## src/iocr_pkg.sv

```systemverilog
package iocr_pkg;

  // ****************************************************************
  // Register offsets within the 256-byte window
  // ****************************************************************
  localparam logic [7:0] OFF_PORT_A_PIN_LEVELS = 8'h00;
  localparam logic [7:0] OFF_PORT_B_PIN_LEVELS = 8'h01;
  localparam logic [7:0] OFF_PORT_A_OUTPUT_LATCH = 8'h04;
  localparam logic [7:0] OFF_PORT_B_OUTPUT_LATCH = 8'h05;
  localparam logic [7:0] OFF_PORT_A_PIN_DIR = 8'h06;
  localparam logic [7:0] OFF_PORT_B_PIN_DIR = 8'h07;
  localparam logic [7:0] OFF_PORT_A_DRIVE_TYPE = 8'h08;
  localparam logic [7:0] OFF_PORT_B_DRIVE_TYPE = 8'h09;
  localparam logic [7:0] OFF_PORT_A_IN_CELLS = 8'h0A;
  localparam logic [7:0] OFF_PORT_B_IN_CELLS = 8'h0B;
  localparam logic [7:0] OFF_PORT_A_OE_STATUS = 8'h0C;
  localparam logic [7:0] OFF_PORT_B_OE_STATUS = 8'h0D;
  localparam logic [7:0] OFF_PORT_C_PIN_LEVELS = 8'h10;
  localparam logic [7:0] OFF_PORT_D_PIN_LEVELS = 8'h11;
  localparam logic [7:0] OFF_PORT_C_OUTPUT_LATCH = 8'h14;
  localparam logic [7:0] OFF_PORT_D_OUTPUT_LATCH = 8'h15;
  localparam logic [7:0] OFF_PORT_C_PIN_DIR = 8'h16;
  localparam logic [7:0] OFF_PORT_D_PIN_DIR = 8'h17;
  localparam logic [7:0] OFF_PORT_C_DRIVE_TYPE = 8'h18;
  localparam logic [7:0] OFF_PORT_D_DRIVE_TYPE = 8'h19;
  localparam logic [7:0] OFF_PORT_D_IN_CELLS = 8'h1A;
  localparam logic [7:0] OFF_PORT_C_OE_STATUS = 8'h1C;
  localparam logic [7:0] OFF_LOGIC_CELLS_A_STATE = 8'h20;
  localparam logic [7:0] OFF_LOGIC_CELLS_B_STATE = 8'h21;
  localparam logic [7:0] OFF_LOGIC_CELLS_A_WRITE_LOCK = 8'h22;
  localparam logic [7:0] OFF_LOGIC_CELLS_B_WRITE_LOCK = 8'h23;
  localparam logic [7:0] OFF_PORT_E_PIN_LEVELS = 8'h30;
  localparam logic [7:0] OFF_PORT_E_PIN_FUNCTION = 8'h32;
  localparam logic [7:0] OFF_PORT_E_OUTPUT_LATCH = 8'h34;
  localparam logic [7:0] OFF_PORT_E_PIN_DIR = 8'h36;
  localparam logic [7:0] OFF_PORT_E_DRIVE_TYPE = 8'h38;
  localparam logic [7:0] OFF_PORT_F_PIN_LEVELS = 8'h40;
  localparam logic [7:0] OFF_PORT_G_PIN_LEVELS = 8'h41;
  localparam logic [7:0] OFF_PORT_F_PIN_FUNCTION = 8'h42;
  localparam logic [7:0] OFF_PORT_G_PIN_FUNCTION = 8'h43;
  localparam logic [7:0] OFF_PORT_F_OUTPUT_LATCH = 8'h44;
  localparam logic [7:0] OFF_PORT_G_OUTPUT_LATCH = 8'h45;
  localparam logic [7:0] OFF_PORT_F_PIN_DIR = 8'h46;
  localparam logic [7:0] OFF_PORT_G_PIN_DIR = 8'h47;
  localparam logic [7:0] OFF_PORT_F_DRIVE_TYPE = 8'h48;
  localparam logic [7:0] OFF_PORT_G_DRIVE_TYPE = 8'h49;
  localparam logic [7:0] OFF_PORT_F_OE_STATUS = 8'h4C;
  localparam logic [7:0] OFF_PRIMARY_SECTOR_LOCK_STATUS = 8'hC0;
  localparam logic [7:0] OFF_SECONDARY_SECTOR_LOCK_STATUS = 8'hC2;
  localparam logic [7:0] OFF_DEBUG_PORT_GATE = 8'hC7;
  localparam logic [7:0] OFF_ADDRESS_PAGE_SELECT = 8'hE0;
  localparam logic [7:0] OFF_MEMORY_SPACE_PLACEMENT = 8'hE2;
  localparam logic [7:0] OFF_MEMORY_SIZE_INFO0 = 8'hF0;
  localparam logic [7:0] OFF_MEMORY_SIZE_INFO1 = 8'hF1;

  // ****************************************************************
  // Reset values, field positions and counts
  // ****************************************************************
  localparam int NUM_PORTS = 7;
  localparam logic [7:0] RESET_BYTE = 8'h00;
  localparam logic [7:0] RESET_PLACEMENT = 8'h00;
  localparam int POS_DEBUG_ENABLE = 0;
  localparam int POS_SECURITY = 7;
  localparam int POS_READY_BUSY = 4;
  localparam int POS_BATTERY_ON = 7;
  localparam logic [7:0] MEM_SIZE_INFO0_VALUE = 8'h00;
  localparam logic [7:0] MEM_SIZE_INFO1_VALUE = 8'h00;

  // Port index encoding, A=0 .. G=6.
  localparam int PORT_A = 0;
  localparam int PORT_B = 1;
  localparam int PORT_C = 2;
  localparam int PORT_D = 3;
  localparam int PORT_E = 4;
  localparam int PORT_F = 5;
  localparam int PORT_G = 6;

  // One host register access.
  typedef struct packed {
    logic sel;
    logic rd;
    logic wr;
    logic [7:0] offset;
    logic [7:0] wdata;
  } iocr_bus_t;

  // Pin-side signals of one port.
  typedef struct packed {
    logic [7:0] out;
    logic [7:0] oe;
    logic [7:0] open_drain;
  } iocr_pin_t;

endpackage : iocr_pkg

```

## src/iocr_port.sv

```systemverilog
module iocr_port (
  // Clock and reset
  input wire logic i_clock,
  input wire logic i_rst,
  // Write strobes from the decoder
  input wire logic i_wr_out,
  input wire logic i_wr_dir,
  input wire logic i_wr_drive,
  input wire logic i_wr_func,
  input wire logic [7:0] i_wdata,
  // Alternate sources
  input wire logic [7:0] i_latched_addr,
  input wire logic i_has_func,
  input wire logic i_drive_is_od,
  // Register contents and pin drive
  output logic [7:0] o_out_latch,
  output logic [7:0] o_dir,
  output logic [7:0] o_drive,
  output logic [7:0] o_func,
  output iocr_pkg::iocr_pin_t o_pin
);

  // ****************************************************************
  // Per-port configuration storage
  // ****************************************************************
  logic [7:0] out_reg;
  logic [7:0] dir_reg;
  logic [7:0] drive_reg;
  logic [7:0] func_reg;

  // Host writes land here; direction clears to input at reset.
  always_ff @(posedge i_clock or posedge i_rst) begin
    if (i_rst) begin
      out_reg <= iocr_pkg::RESET_BYTE;
      dir_reg <= iocr_pkg::RESET_BYTE;
      drive_reg <= iocr_pkg::RESET_BYTE;
      func_reg <= iocr_pkg::RESET_BYTE;
    end else begin
      if (i_wr_out) out_reg <= i_wdata;
      if (i_wr_dir) dir_reg <= i_wdata;
      if (i_wr_drive) drive_reg <= i_wdata;
      if (i_wr_func && i_has_func) func_reg <= i_wdata;
    end
  end

  // ****************************************************************
  // Pin drive
  // ****************************************************************
  // Address-out pins drive whatever the direction bit says; otherwise the direction bit decides.
  // Open-drain pins only drive a low level, so a high is released.
  wire [7:0] value_w = (func_reg & i_latched_addr) | (~func_reg & out_reg);
  wire [7:0] enable_w = func_reg | dir_reg;
  wire [7:0] od_w = i_drive_is_od ? drive_reg : 8'h00;

  assign o_pin.out = value_w;
  assign o_pin.oe = enable_w & ~(od_w & value_w);
  assign o_pin.open_drain = od_w;
  assign o_out_latch = out_reg;
  assign o_dir = dir_reg;
  assign o_drive = drive_reg;
  assign o_func = i_has_func ? func_reg : 8'h00;

endmodule : iocr_port

```

## src/iocr_top.sv

```systemverilog
// Functional notes
// - Decode 256-byte window at user base
// - Data-in reads return live pin levels
// - Ports E,F,G mode registers at 32,42,43
// - Data-out latch drives host-controlled output pins
// - Direction register sets each pin's direction
// - Drive select: open-drain or slew per port
// - Read-only output-enable status for A,B,C,F
// - Macrocell registers read outputs, writes load
// - Mask registers block macrocell host writes
// - C0 reports primary sector write protection
// - C2 reports security and secondary protection
// - E2 places memories in program/data space
// - F0 reports SRAM and primary flash size
// - F1 reports secondary memory type, size
// - Port E pin 4 shows ready/busy only while programming runs
// - Port E pin 7 shows battery-on flag
// - Non-multiplexed bus: F is D0-7, G D8-15
// - Direction bit clear is input, default
// - Mode bit clear is general I/O, default
// - Set mask bit ignores macrocell host write
module iocr_top (
  // Clock and reset
  input wire logic i_clock,
  input wire logic i_rst,
  // Host register access
  input wire logic i_register_window_select,
  input wire logic i_rd,
  input wire logic i_wr,
  input wire logic [7:0] i_offset,
  input wire logic [7:0] i_wdata,
  output logic [7:0] o_rdata,
  // Host data bus in non-multiplexed configuration
  input wire logic i_nonmux_bus,
  input wire logic i_host_data_drive,
  input wire logic [15:0] i_host_data,
  input wire logic [15:0] i_latched_addr,
  // Port pins A..G, index 0 = A
  input wire logic [7:0] i_pin [7],
  output logic [7:0] o_pin_out [7],
  output logic [7:0] o_pin_oe [7],
  // Programmable logic state
  input wire logic [7:0] i_in_cells_a,
  input wire logic [7:0] i_in_cells_b,
  input wire logic [7:0] i_in_cells_d,
  input wire logic [7:0] i_cells_a_next,
  input wire logic [7:0] i_cells_b_next,
  input wire logic i_cells_clock_en,
  output logic [7:0] o_logic_cells_a,
  output logic [7:0] o_logic_cells_b,
  output logic [7:0] o_page_bits,
  // Flash and memory status
  input wire logic [7:0] i_primary_sector_lock,
  input wire logic [3:0] i_secondary_sector_lock,
  input wire logic i_security_set,
  input wire logic i_isp_active,
  input wire logic i_isp_ready,
  input wire logic i_rdy_busy_enable,
  input wire logic i_battery_on_flag,
  input wire logic i_battery_flag_enable,
  output logic [7:0] o_memory_space_placement,
  output logic o_debug_port_enable
);

  // ****************************************************************
  // Access decode
  // ****************************************************************
  // The base comparison lives outside; the select marks a window hit.
  // Both strobes count only with the window selected.
  wire rd_w = i_register_window_select & i_rd;
  wire wr_w = i_register_window_select & i_wr;
  wire [7:0] off_w = i_offset;

  // Write strobes of the registers outside the ports.
  wire wr_lock_a_w = wr_w && off_w == iocr_pkg::OFF_LOGIC_CELLS_A_WRITE_LOCK;
  wire wr_lock_b_w = wr_w && off_w == iocr_pkg::OFF_LOGIC_CELLS_B_WRITE_LOCK;
  wire wr_page_w = wr_w && off_w == iocr_pkg::OFF_ADDRESS_PAGE_SELECT;
  wire wr_place_w = wr_w && off_w == iocr_pkg::OFF_MEMORY_SPACE_PLACEMENT;
  wire wr_debug_w = wr_w && off_w == iocr_pkg::OFF_DEBUG_PORT_GATE;

  // Per-port register offsets, A..G.
  localparam logic [7:0] OUT_OFF [7] = '{
    iocr_pkg::OFF_PORT_A_OUTPUT_LATCH, iocr_pkg::OFF_PORT_B_OUTPUT_LATCH,
    iocr_pkg::OFF_PORT_C_OUTPUT_LATCH, iocr_pkg::OFF_PORT_D_OUTPUT_LATCH,
    iocr_pkg::OFF_PORT_E_OUTPUT_LATCH, iocr_pkg::OFF_PORT_F_OUTPUT_LATCH,
    iocr_pkg::OFF_PORT_G_OUTPUT_LATCH};

  localparam logic [7:0] DIR_OFF [7] = '{
    iocr_pkg::OFF_PORT_A_PIN_DIR, iocr_pkg::OFF_PORT_B_PIN_DIR,
    iocr_pkg::OFF_PORT_C_PIN_DIR, iocr_pkg::OFF_PORT_D_PIN_DIR,
    iocr_pkg::OFF_PORT_E_PIN_DIR, iocr_pkg::OFF_PORT_F_PIN_DIR,
    iocr_pkg::OFF_PORT_G_PIN_DIR};

  localparam logic [7:0] DRV_OFF [7] = '{
    iocr_pkg::OFF_PORT_A_DRIVE_TYPE, iocr_pkg::OFF_PORT_B_DRIVE_TYPE,
    iocr_pkg::OFF_PORT_C_DRIVE_TYPE, iocr_pkg::OFF_PORT_D_DRIVE_TYPE,
    iocr_pkg::OFF_PORT_E_DRIVE_TYPE, iocr_pkg::OFF_PORT_F_DRIVE_TYPE,
    iocr_pkg::OFF_PORT_G_DRIVE_TYPE};

  localparam logic [7:0] IN_OFF [7] = '{
    iocr_pkg::OFF_PORT_A_PIN_LEVELS, iocr_pkg::OFF_PORT_B_PIN_LEVELS,
    iocr_pkg::OFF_PORT_C_PIN_LEVELS, iocr_pkg::OFF_PORT_D_PIN_LEVELS,
    iocr_pkg::OFF_PORT_E_PIN_LEVELS, iocr_pkg::OFF_PORT_F_PIN_LEVELS,
    iocr_pkg::OFF_PORT_G_PIN_LEVELS};

  // Mode registers exist only on E, F and G; others point at an unused slot.
  localparam logic [7:0] FUNC_OFF [7] = '{
    8'hFF, 8'hFF, 8'hFF, 8'hFF,
    iocr_pkg::OFF_PORT_E_PIN_FUNCTION, iocr_pkg::OFF_PORT_F_PIN_FUNCTION,
    iocr_pkg::OFF_PORT_G_PIN_FUNCTION};

  // Bit n of these masks stands for port n.
  localparam logic [6:0] HAS_FUNC = 7'h70;

  // Ports C and F select slew rate, the rest select open drain.
  localparam logic [6:0] DRIVE_IS_OD = 7'h5B;

  // ****************************************************************
  // Ports
  // ****************************************************************
  // Register contents and pin drive, one entry per port.
  logic [7:0] out_latch_w [7];
  logic [7:0] dir_w [7];
  logic [7:0] drive_w [7];
  logic [7:0] func_w [7];
  logic [7:0] oe_w [7];
  logic [7:0] level_w [7];
  logic [7:0] pin_out_w [7];

  // One port instance each; the offset tables tell them apart.
  genvar gi;
  generate
    for (gi = 0; gi < iocr_pkg::NUM_PORTS; gi++) begin : g_port
      iocr_pkg::iocr_pin_t pin_w;
      logic [7:0] addr_src_w;
      // E takes the low address byte, F and G the low and high bytes.
      assign addr_src_w = (gi == iocr_pkg::PORT_G) ? i_latched_addr[15:8] : i_latched_addr[7:0];

      // Write strobes of this port's registers.
      wire wr_out_w = wr_w && off_w == OUT_OFF[gi];
      wire wr_dir_w = wr_w && off_w == DIR_OFF[gi];
      wire wr_drive_w = wr_w && off_w == DRV_OFF[gi];
      wire wr_func_w = wr_w && off_w == FUNC_OFF[gi];
      iocr_port u_port (
        .i_clock(i_clock),
        .i_rst(i_rst),
        .i_wr_out(wr_out_w),
        .i_wr_dir(wr_dir_w),
        .i_wr_drive(wr_drive_w),
        .i_wr_func(wr_func_w),
        .i_wdata(i_wdata),
        .i_latched_addr(addr_src_w),
        .i_has_func(HAS_FUNC[gi]),
        .i_drive_is_od(DRIVE_IS_OD[gi]),
        .o_out_latch(out_latch_w[gi]),
        .o_dir(dir_w[gi]),
        .o_drive(drive_w[gi]),
        .o_func(func_w[gi]),
        .o_pin(pin_w)
      );
      assign pin_out_w[gi] = pin_w.out;
      assign oe_w[gi] = pin_w.oe;
      // Pins driven by the block read back what they drive.
      assign level_w[gi] = i_pin[gi];
    end
  endgenerate

  // ****************************************************************
  // Pin overrides: bus data and special functions
  // ****************************************************************
  // In non-multiplexed mode F and G become the host data bus and the
  // port registers stop steering them; the host owns the direction.
  wire bus_mode_w = i_nonmux_bus;

  // Ready/busy only takes pin 4 while programming runs, so the
  // pin keeps its port function the rest of the time.
  wire rb_sel_w = i_rdy_busy_enable & i_isp_active;
  // The battery flag holds pin 7 for as long as it is enabled.
  wire bat_sel_w = i_battery_flag_enable;

  // Port E pin values and enables with the special outputs folded in.
  // Pins 4 and 7 are the only special functions kept in this block.
  logic [7:0] e_out_w;
  logic [7:0] e_oe_w;
  always_comb begin
    e_out_w = pin_out_w[iocr_pkg::PORT_E];
    e_oe_w = oe_w[iocr_pkg::PORT_E];
    // Special outputs always drive, whatever the direction bit says.
    if (rb_sel_w) begin
      e_out_w[iocr_pkg::POS_READY_BUSY] = i_isp_ready;
      e_oe_w[iocr_pkg::POS_READY_BUSY] = 1'b1;
    end

    if (bat_sel_w) begin
      e_out_w[iocr_pkg::POS_BATTERY_ON] = i_battery_on_flag;
      e_oe_w[iocr_pkg::POS_BATTERY_ON] = 1'b1;
    end
  end

  // Final pin drive per port.
  // Ports default to their own registers; overrides follow.
  always_comb begin
    for (int p = 0; p < iocr_pkg::NUM_PORTS; p++) begin
      o_pin_out[p] = pin_out_w[p];
      o_pin_oe[p] = oe_w[p];
    end
    o_pin_out[iocr_pkg::PORT_E] = e_out_w;
    o_pin_oe[iocr_pkg::PORT_E] = e_oe_w;
    // The host data bus beats every port setting on F and G.
    if (bus_mode_w) begin
      o_pin_out[iocr_pkg::PORT_F] = i_host_data[7:0];
      o_pin_out[iocr_pkg::PORT_G] = i_host_data[15:8];
      o_pin_oe[iocr_pkg::PORT_F] = {8{i_host_data_drive}};
      o_pin_oe[iocr_pkg::PORT_G] = {8{i_host_data_drive}};
    end
  end

  // ****************************************************************
  // Macrocell flip-flops and their write locks
  // ****************************************************************
  // Macrocell flip-flops and their lock masks.
  logic [7:0] cells_a_reg;
  logic [7:0] cells_b_reg;
  logic [7:0] lock_a_reg;
  logic [7:0] lock_b_reg;

  // Host loads of the two macrocell groups.
  wire wr_cells_a_w = wr_w && off_w == iocr_pkg::OFF_LOGIC_CELLS_A_STATE;
  wire wr_cells_b_w = wr_w && off_w == iocr_pkg::OFF_LOGIC_CELLS_B_STATE;

  // Host load beats the logic clock-in on unlocked bits; a locked bit
  // keeps following the logic so a stray write cannot upset it.
  wire [7:0] load_a_w = wr_cells_a_w ? ~lock_a_reg : 8'h00;
  wire [7:0] load_b_w = wr_cells_b_w ? ~lock_b_reg : 8'h00;

  // Without a logic clock-in the flip-flops hold their value.
  wire [7:0] logic_a_w = i_cells_clock_en ? i_cells_a_next : cells_a_reg;
  wire [7:0] logic_b_w = i_cells_clock_en ? i_cells_b_next : cells_b_reg;
  // Bits the host does not load follow the logic path.
  wire [7:0] cells_a_next = (load_a_w & i_wdata) | (~load_a_w & logic_a_w);
  wire [7:0] cells_b_next = (load_b_w & i_wdata) | (~load_b_w & logic_b_w);

  // Macrocell state.
  always_ff @(posedge i_clock or posedge i_rst) begin
    if (i_rst) begin
      cells_a_reg <= iocr_pkg::RESET_BYTE;
      cells_b_reg <= iocr_pkg::RESET_BYTE;
    end else begin
      cells_a_reg <= cells_a_next;
      cells_b_reg <= cells_b_next;
    end
  end

  // Lock masks, clear at reset so writes are accepted by default.
  always_ff @(posedge i_clock or posedge i_rst) begin
    if (i_rst) begin
      lock_a_reg <= iocr_pkg::RESET_BYTE;
      lock_b_reg <= iocr_pkg::RESET_BYTE;
    end else begin
      if (wr_lock_a_w) lock_a_reg <= i_wdata;
      if (wr_lock_b_w) lock_b_reg <= i_wdata;
    end
  end

  // ****************************************************************
  // Miscellaneous writable registers
  // ****************************************************************
  // Plain host-written registers with no pin effect here.
  logic [7:0] page_reg;
  logic [7:0] placement_reg;
  logic debug_gate_reg;

  // Page, memory placement and debug-port gate.
  // Only bit 0 of the debug gate is stored; the rest read zero.
  always_ff @(posedge i_clock or posedge i_rst) begin
    if (i_rst) begin
      page_reg <= iocr_pkg::RESET_BYTE;
      placement_reg <= iocr_pkg::RESET_PLACEMENT;
      debug_gate_reg <= 1'b0;
    end else begin
      if (wr_page_w) page_reg <= i_wdata;
      if (wr_place_w) placement_reg <= i_wdata;
      if (wr_debug_w) debug_gate_reg <= i_wdata[iocr_pkg::POS_DEBUG_ENABLE];
    end
  end

  // ****************************************************************
  // Read multiplexer
  // ****************************************************************
  // Status values are sampled at read time; undefined slots read zero.
  logic [7:0] rmux_w;
  always_comb begin
    rmux_w = 8'h00;
    // Port registers first; the single registers never share an offset.
    for (int p = 0; p < iocr_pkg::NUM_PORTS; p++) begin
      if (off_w == IN_OFF[p]) rmux_w = level_w[p];
      if (off_w == OUT_OFF[p]) rmux_w = out_latch_w[p];
      if (off_w == DIR_OFF[p]) rmux_w = dir_w[p];
      if (off_w == DRV_OFF[p]) rmux_w = drive_w[p];
      if (HAS_FUNC[p] && off_w == FUNC_OFF[p]) rmux_w = func_w[p];
    end

    // Registers outside the ports, one offset each.
    unique case (off_w)
      iocr_pkg::OFF_PORT_A_IN_CELLS: rmux_w = i_in_cells_a;
      iocr_pkg::OFF_PORT_B_IN_CELLS: rmux_w = i_in_cells_b;
      iocr_pkg::OFF_PORT_D_IN_CELLS: rmux_w = i_in_cells_d;
      iocr_pkg::OFF_PORT_A_OE_STATUS: rmux_w = o_pin_oe[iocr_pkg::PORT_A];
      iocr_pkg::OFF_PORT_B_OE_STATUS: rmux_w = o_pin_oe[iocr_pkg::PORT_B];
      iocr_pkg::OFF_PORT_C_OE_STATUS: rmux_w = o_pin_oe[iocr_pkg::PORT_C];
      iocr_pkg::OFF_PORT_F_OE_STATUS: rmux_w = o_pin_oe[iocr_pkg::PORT_F];
      iocr_pkg::OFF_LOGIC_CELLS_A_STATE: rmux_w = cells_a_reg;
      iocr_pkg::OFF_LOGIC_CELLS_B_STATE: rmux_w = cells_b_reg;
      iocr_pkg::OFF_LOGIC_CELLS_A_WRITE_LOCK: rmux_w = lock_a_reg;
      iocr_pkg::OFF_LOGIC_CELLS_B_WRITE_LOCK: rmux_w = lock_b_reg;
      iocr_pkg::OFF_PRIMARY_SECTOR_LOCK_STATUS: rmux_w = i_primary_sector_lock;
      iocr_pkg::OFF_SECONDARY_SECTOR_LOCK_STATUS: rmux_w = {i_security_set, 3'h0, i_secondary_sector_lock};
      iocr_pkg::OFF_DEBUG_PORT_GATE: rmux_w = {7'h00, debug_gate_reg};
      iocr_pkg::OFF_ADDRESS_PAGE_SELECT: rmux_w = page_reg;
      iocr_pkg::OFF_MEMORY_SPACE_PLACEMENT: rmux_w = placement_reg;
      iocr_pkg::OFF_MEMORY_SIZE_INFO0: rmux_w = iocr_pkg::MEM_SIZE_INFO0_VALUE;
      iocr_pkg::OFF_MEMORY_SIZE_INFO1: rmux_w = iocr_pkg::MEM_SIZE_INFO1_VALUE;
      default: ;
    endcase
  end

  // Read data is registered so it holds steady for the host's strobe.
  // Reads have no side effects, so a held read strobe only refreshes it.
  logic [7:0] rdata_reg;
  always_ff @(posedge i_clock or posedge i_rst) begin
    if (i_rst) rdata_reg <= iocr_pkg::RESET_BYTE;
    else if (rd_w) rdata_reg <= rmux_w;
  end

  // Outputs come straight from flip-flops, so no decode glitch
  // reaches the far side.
  assign o_rdata = rdata_reg;
  assign o_logic_cells_a = cells_a_reg;
  assign o_logic_cells_b = cells_b_reg;
  assign o_page_bits = page_reg;
  assign o_memory_space_placement = placement_reg;
  assign o_debug_port_enable = debug_gate_reg;

endmodule : iocr_top

```

## config.mk

```make
export PLATFORM = sky130hd
export DESIGN_NAME = iocr_top
export DESIGN_NICKNAME = d
export VERILOG_FILES = /design/src/iocr_pkg.sv /design/src/iocr_port.sv /design/src/iocr_top.sv
export SDC_FILE = /design/constraint.sdc
export NUM_CORES = 1
export LEC_CHECK = 0
export BUFFER_PORTS_ARGS = -buffer_cell sky130_fd_sc_hd__buf_2
export CAP_MARGIN = 20
export CORE_AREA = 2 2 208 210
export DETAILED_ROUTE_END_ITERATION = 8
export DIE_AREA = 0 0 210 212
export HOLD_SLACK_MARGIN = 0.05
export RECOVER_POWER = 50
export SETUP_SLACK_MARGIN = 0.05
export SYNTH_ARGS = -nofsm -noshare
export SYNTH_HDL_FRONTEND = slang
export SYNTH_SLANG_ARGS = --single-unit
```

## constraint.sdc

```tcl
create_clock -name i_clock -period 11.8 [get_ports i_clock]
set_input_delay 2.36 -clock i_clock [delete_from_list [all_inputs] [get_ports i_clock]]
set_output_delay 2.36 -clock i_clock [all_outputs]
set_load 0.01 [all_outputs]
```

==> summary.md <==
| Metric | Value |
|---|---|
| Status | `finished, violations left` |
| Failing checks | `max-capacitance violations, max-slew violations` |
| Syn Area/Cell | `10.6 um2` |
| Clock slew at reported path FFs | `0.06 ns` |
| FF-to-FF setup slack | `9.42 ns` |
| Largest net degree at the start of global routing | `112` |
| Reg2Reg Launch Point | `g_port[1].u_port.o_dir[6]` |
| CTS Buffer Depth | `3` |
| F_max | `0.148 GHz` |
| End of the worst register-to-register path | `o_rdata[6]` |
| Top_reg_cell synth | `dfrtp_1` |
| Via density | `6.33` |
| CTS H-tree depth | `1` |
| Slowest stage delay, CP | `1.87 ns` |
| Gpl congestion | `0.971` |
| Cts hold-fix bufs | `0` |
| # IOs | `323` |
| Post-synth ARST share | `100%` |
| Ys Warns | `0` |
| Core region area | `42500 um2` |
| Leakage | `7.99 nW` |
| Vias in the first global route | `13725` |
| Critical Path RT | `12.30 ns` |
| Worst-path cell chain | `buf_2 > clkbuf_1 > nand4bb_1 > nor2_2 > a21oi_1 > a31oi_1 > or4_1 > o22ai_1 > a21oi_1` |
| Post-layout min period | `6.74 ns` |
| Clock latency on the worst-skew pair | `0.57 ns` |
| Hold WC Path Type | `register to register` |
| Layout filler cell count | `4250` |
| Total track usage | `30.0%` |
| Synth Register Bits | `249` |
| Total iterations of the first detailed-routing run | `6` |
| Worst Setup SP | `i_offset[3]` |
| Post-synthesis cell type count | `85` |
| DRC errors left | `0` |
| Chip Height | `212 um` |
| Unrepaired setup endpoints after global routing | `false` |
| Multi-input gate area | `7860 um2` |
| Chip width | `210 um` |
| Worst-path maximum fanout | `49` |
| CTS tree | `built` |
| Most common cell in the netlist | `mux2_2` |
| CP bufs+invs | `2` |
| Critical path class | `input pin to register` |
| Slew headroom | `-252%` |
| Top cell type's share of synthesized area | `42.4%` |
| Final setup margin | `5.06 ns` |
| Share of layout cells above drive strength 1 | `35.4%` |
| Clk sinks | `249` |
| Root Buffer | `clkbuf_16` |
| Crit path top cell by count | `a21oi_1` |
| Sequential Area | `6230 um2` |
| Worst slack at placement | `5.55 ns` |
| Nets@finish | `1823` |
| Hold slack | `0.507 ns` |
| Post-synth EDFFs | `0` |
| Setup violations, final | `0` |
| Initial Utilization | `34.5%` |
| Final period util | `57.1%` |
| Worst setup SP type | `input pin` |
| Postcts setup bufs | `0` |
| Dominant cells by area after synthesis | `dfrtp_1, mux2_2, nand2_1` |
| Via Count | `14076` |
| Routed wire per std cell | `30.9 um` |
| R2r worst-path depth | `6` |
| Initial drt markers | `1688` |
| Hold path start | `g_port[5].u_port.o_drive[6]` |
| Synth top cells by count | `mux2_2, dfrtp_1, nand2_1` |
| VDD IR-drop max | `72.5 uV` |
| Synthesized area | `14700 um2` |
| Yosys top cell by area | `dfrtp_1` |
| Total power | `0.00214 W` |
| Initial antenna violation count | `3` |
| First-pass GRT wire length | `97.6 mm` |
| Dpl hpwl | `50.4 mm` |
| P per Cell Area | `123 nW/um2` |
| Setup TNS | `0 ns` |
| Tightest Pin Transition | `5.24 ns` |
| Seq/Total Area, Yosys | `42.4%` |
| Crit path capture type | `register` |
| Max cap viols | `2` |
| Die area | `44500 um2` |
| Cts repair resizes | `0` |
| Max-slew violations | `162` |
| Row cnt | `76` |
| WHS Endpoint | `g_port[5].u_port.o_drive[6]` |
| Slowest-stage cell, CP | `clkbuf_1` |
| CTS buffer count | `28` |
| WHS Path Cells | `1` |
| Clock Skew | `0.0215 ns` |
| Input/output buffers | `322` |
| CP top delay family | `simple AND/OR/NAND/NOR gates` |
| Grt ovf | `0` |
| Routed Antenna Nets | `0` |
| Drt total wl | `68.7 mm` |
| Synthesized net count | `1554` |
| Arr. time, crit path | `7.24 ns` |
| Mapped Cells | `1384` |
| Area growth, synth to finish | `18.9%` |
| Fin. Hold Viols | `0` |
cells by family after synthesis:
family / after synthesis / synth area share [%]
multiplexers: 292 / 22.1
AO/OA/AOI/OAI: 370 / 17.8
AND/OR/NAND/NOR: 361 / 13.7
buffers and inverters: 111 / 3.92
flip-flops: 249 / 42.4
XOR/XNOR: 1 / 0.0597
layer usage:
layer | up-vias | wire length (um) | part of all wire (%) | track usage (%)
li1 | 5814 | - | - | -
met4 | 4 | 3160 | 4.6 | 12.2
met1 | 7200 | 28000 | 41 | 40.4
met5 | - | 27 | 0.039 | 0
met2 | 871 | 31500 | 46 | 48.5
met3 | 187 | 5910 | 8.6 | 4.84
placed cells by master, fill, tap and decap left out, drive strengths merged, types with 9 or more instances in the layout:
master	count
mux2	260
dfrtp	249
buf	245
clkbuf	143
nor2	117
nand2	110
o21ai	66
a21oi	60
a22oi	52
mux2i	32
nor3	28
a21boi	26
o22ai	24
nand3	21
a22o	15
a221oi	14
a211o	13
a211oi	11
o211ai	11
nand2b	10
o221ai	10
nand4	9
nor4	9
report_power, final:
| group | leakage (nW) | internal (W) | switching, W |
|---|---|---|---|
| logic | 4.10 | 0.0000945 | 0.000180 |
| clock network | 0.487 | 0.000569 | 0.000376 |
| registers | 3.41 | 0.000884 | 0.0000366 |
| total | 7.99 | 0.00155 | 0.000593 |
worst max-delay path by stage:
stage / endpoint / slack [ns] / depth (start not counted)
6_report: o_rdata[7] / 5.06 / 9
5_1_grt: asynchronous set/reset pin / 4.19 / 5
4_1_cts: o_pin_oe[14] / 5.55 / 4
3_5_place_dp: o_pin_oe[14] / 5.55 / 4
3_3_place_gp: o_pin_oe[14] / 5.67 / 4
2_1_floorplan: asynchronous set/reset pin / 2.60 / 1
per-stage QoR:
stage	area, um2	std cells	utilization [%]
2_1_floorplan	14700	1384	-
3_3_place_gp	16600	2168	39.1
3_5_place_dp	16600	2168	39.1
4_1_cts	17600	2219	41.4
5_1_grt	17500	2221	41.1
6_report	17500	2223	41.1
cell type report:
type | instances | share of cell area (%)
Antenna cell | 3 | 0.0430
Clock buffer | 44 | 4.99
Clock inverter | 7 | 0.652
Inverter | 6 | 0.136
Multi-Input combinational cell | 1024 | 45.0
Sequential cell | 249 | 35.7
Tap cell | 546 | 3.91
Timing Repair Buffer | 344 | 9.54
(Power assumes the default switching activity.)
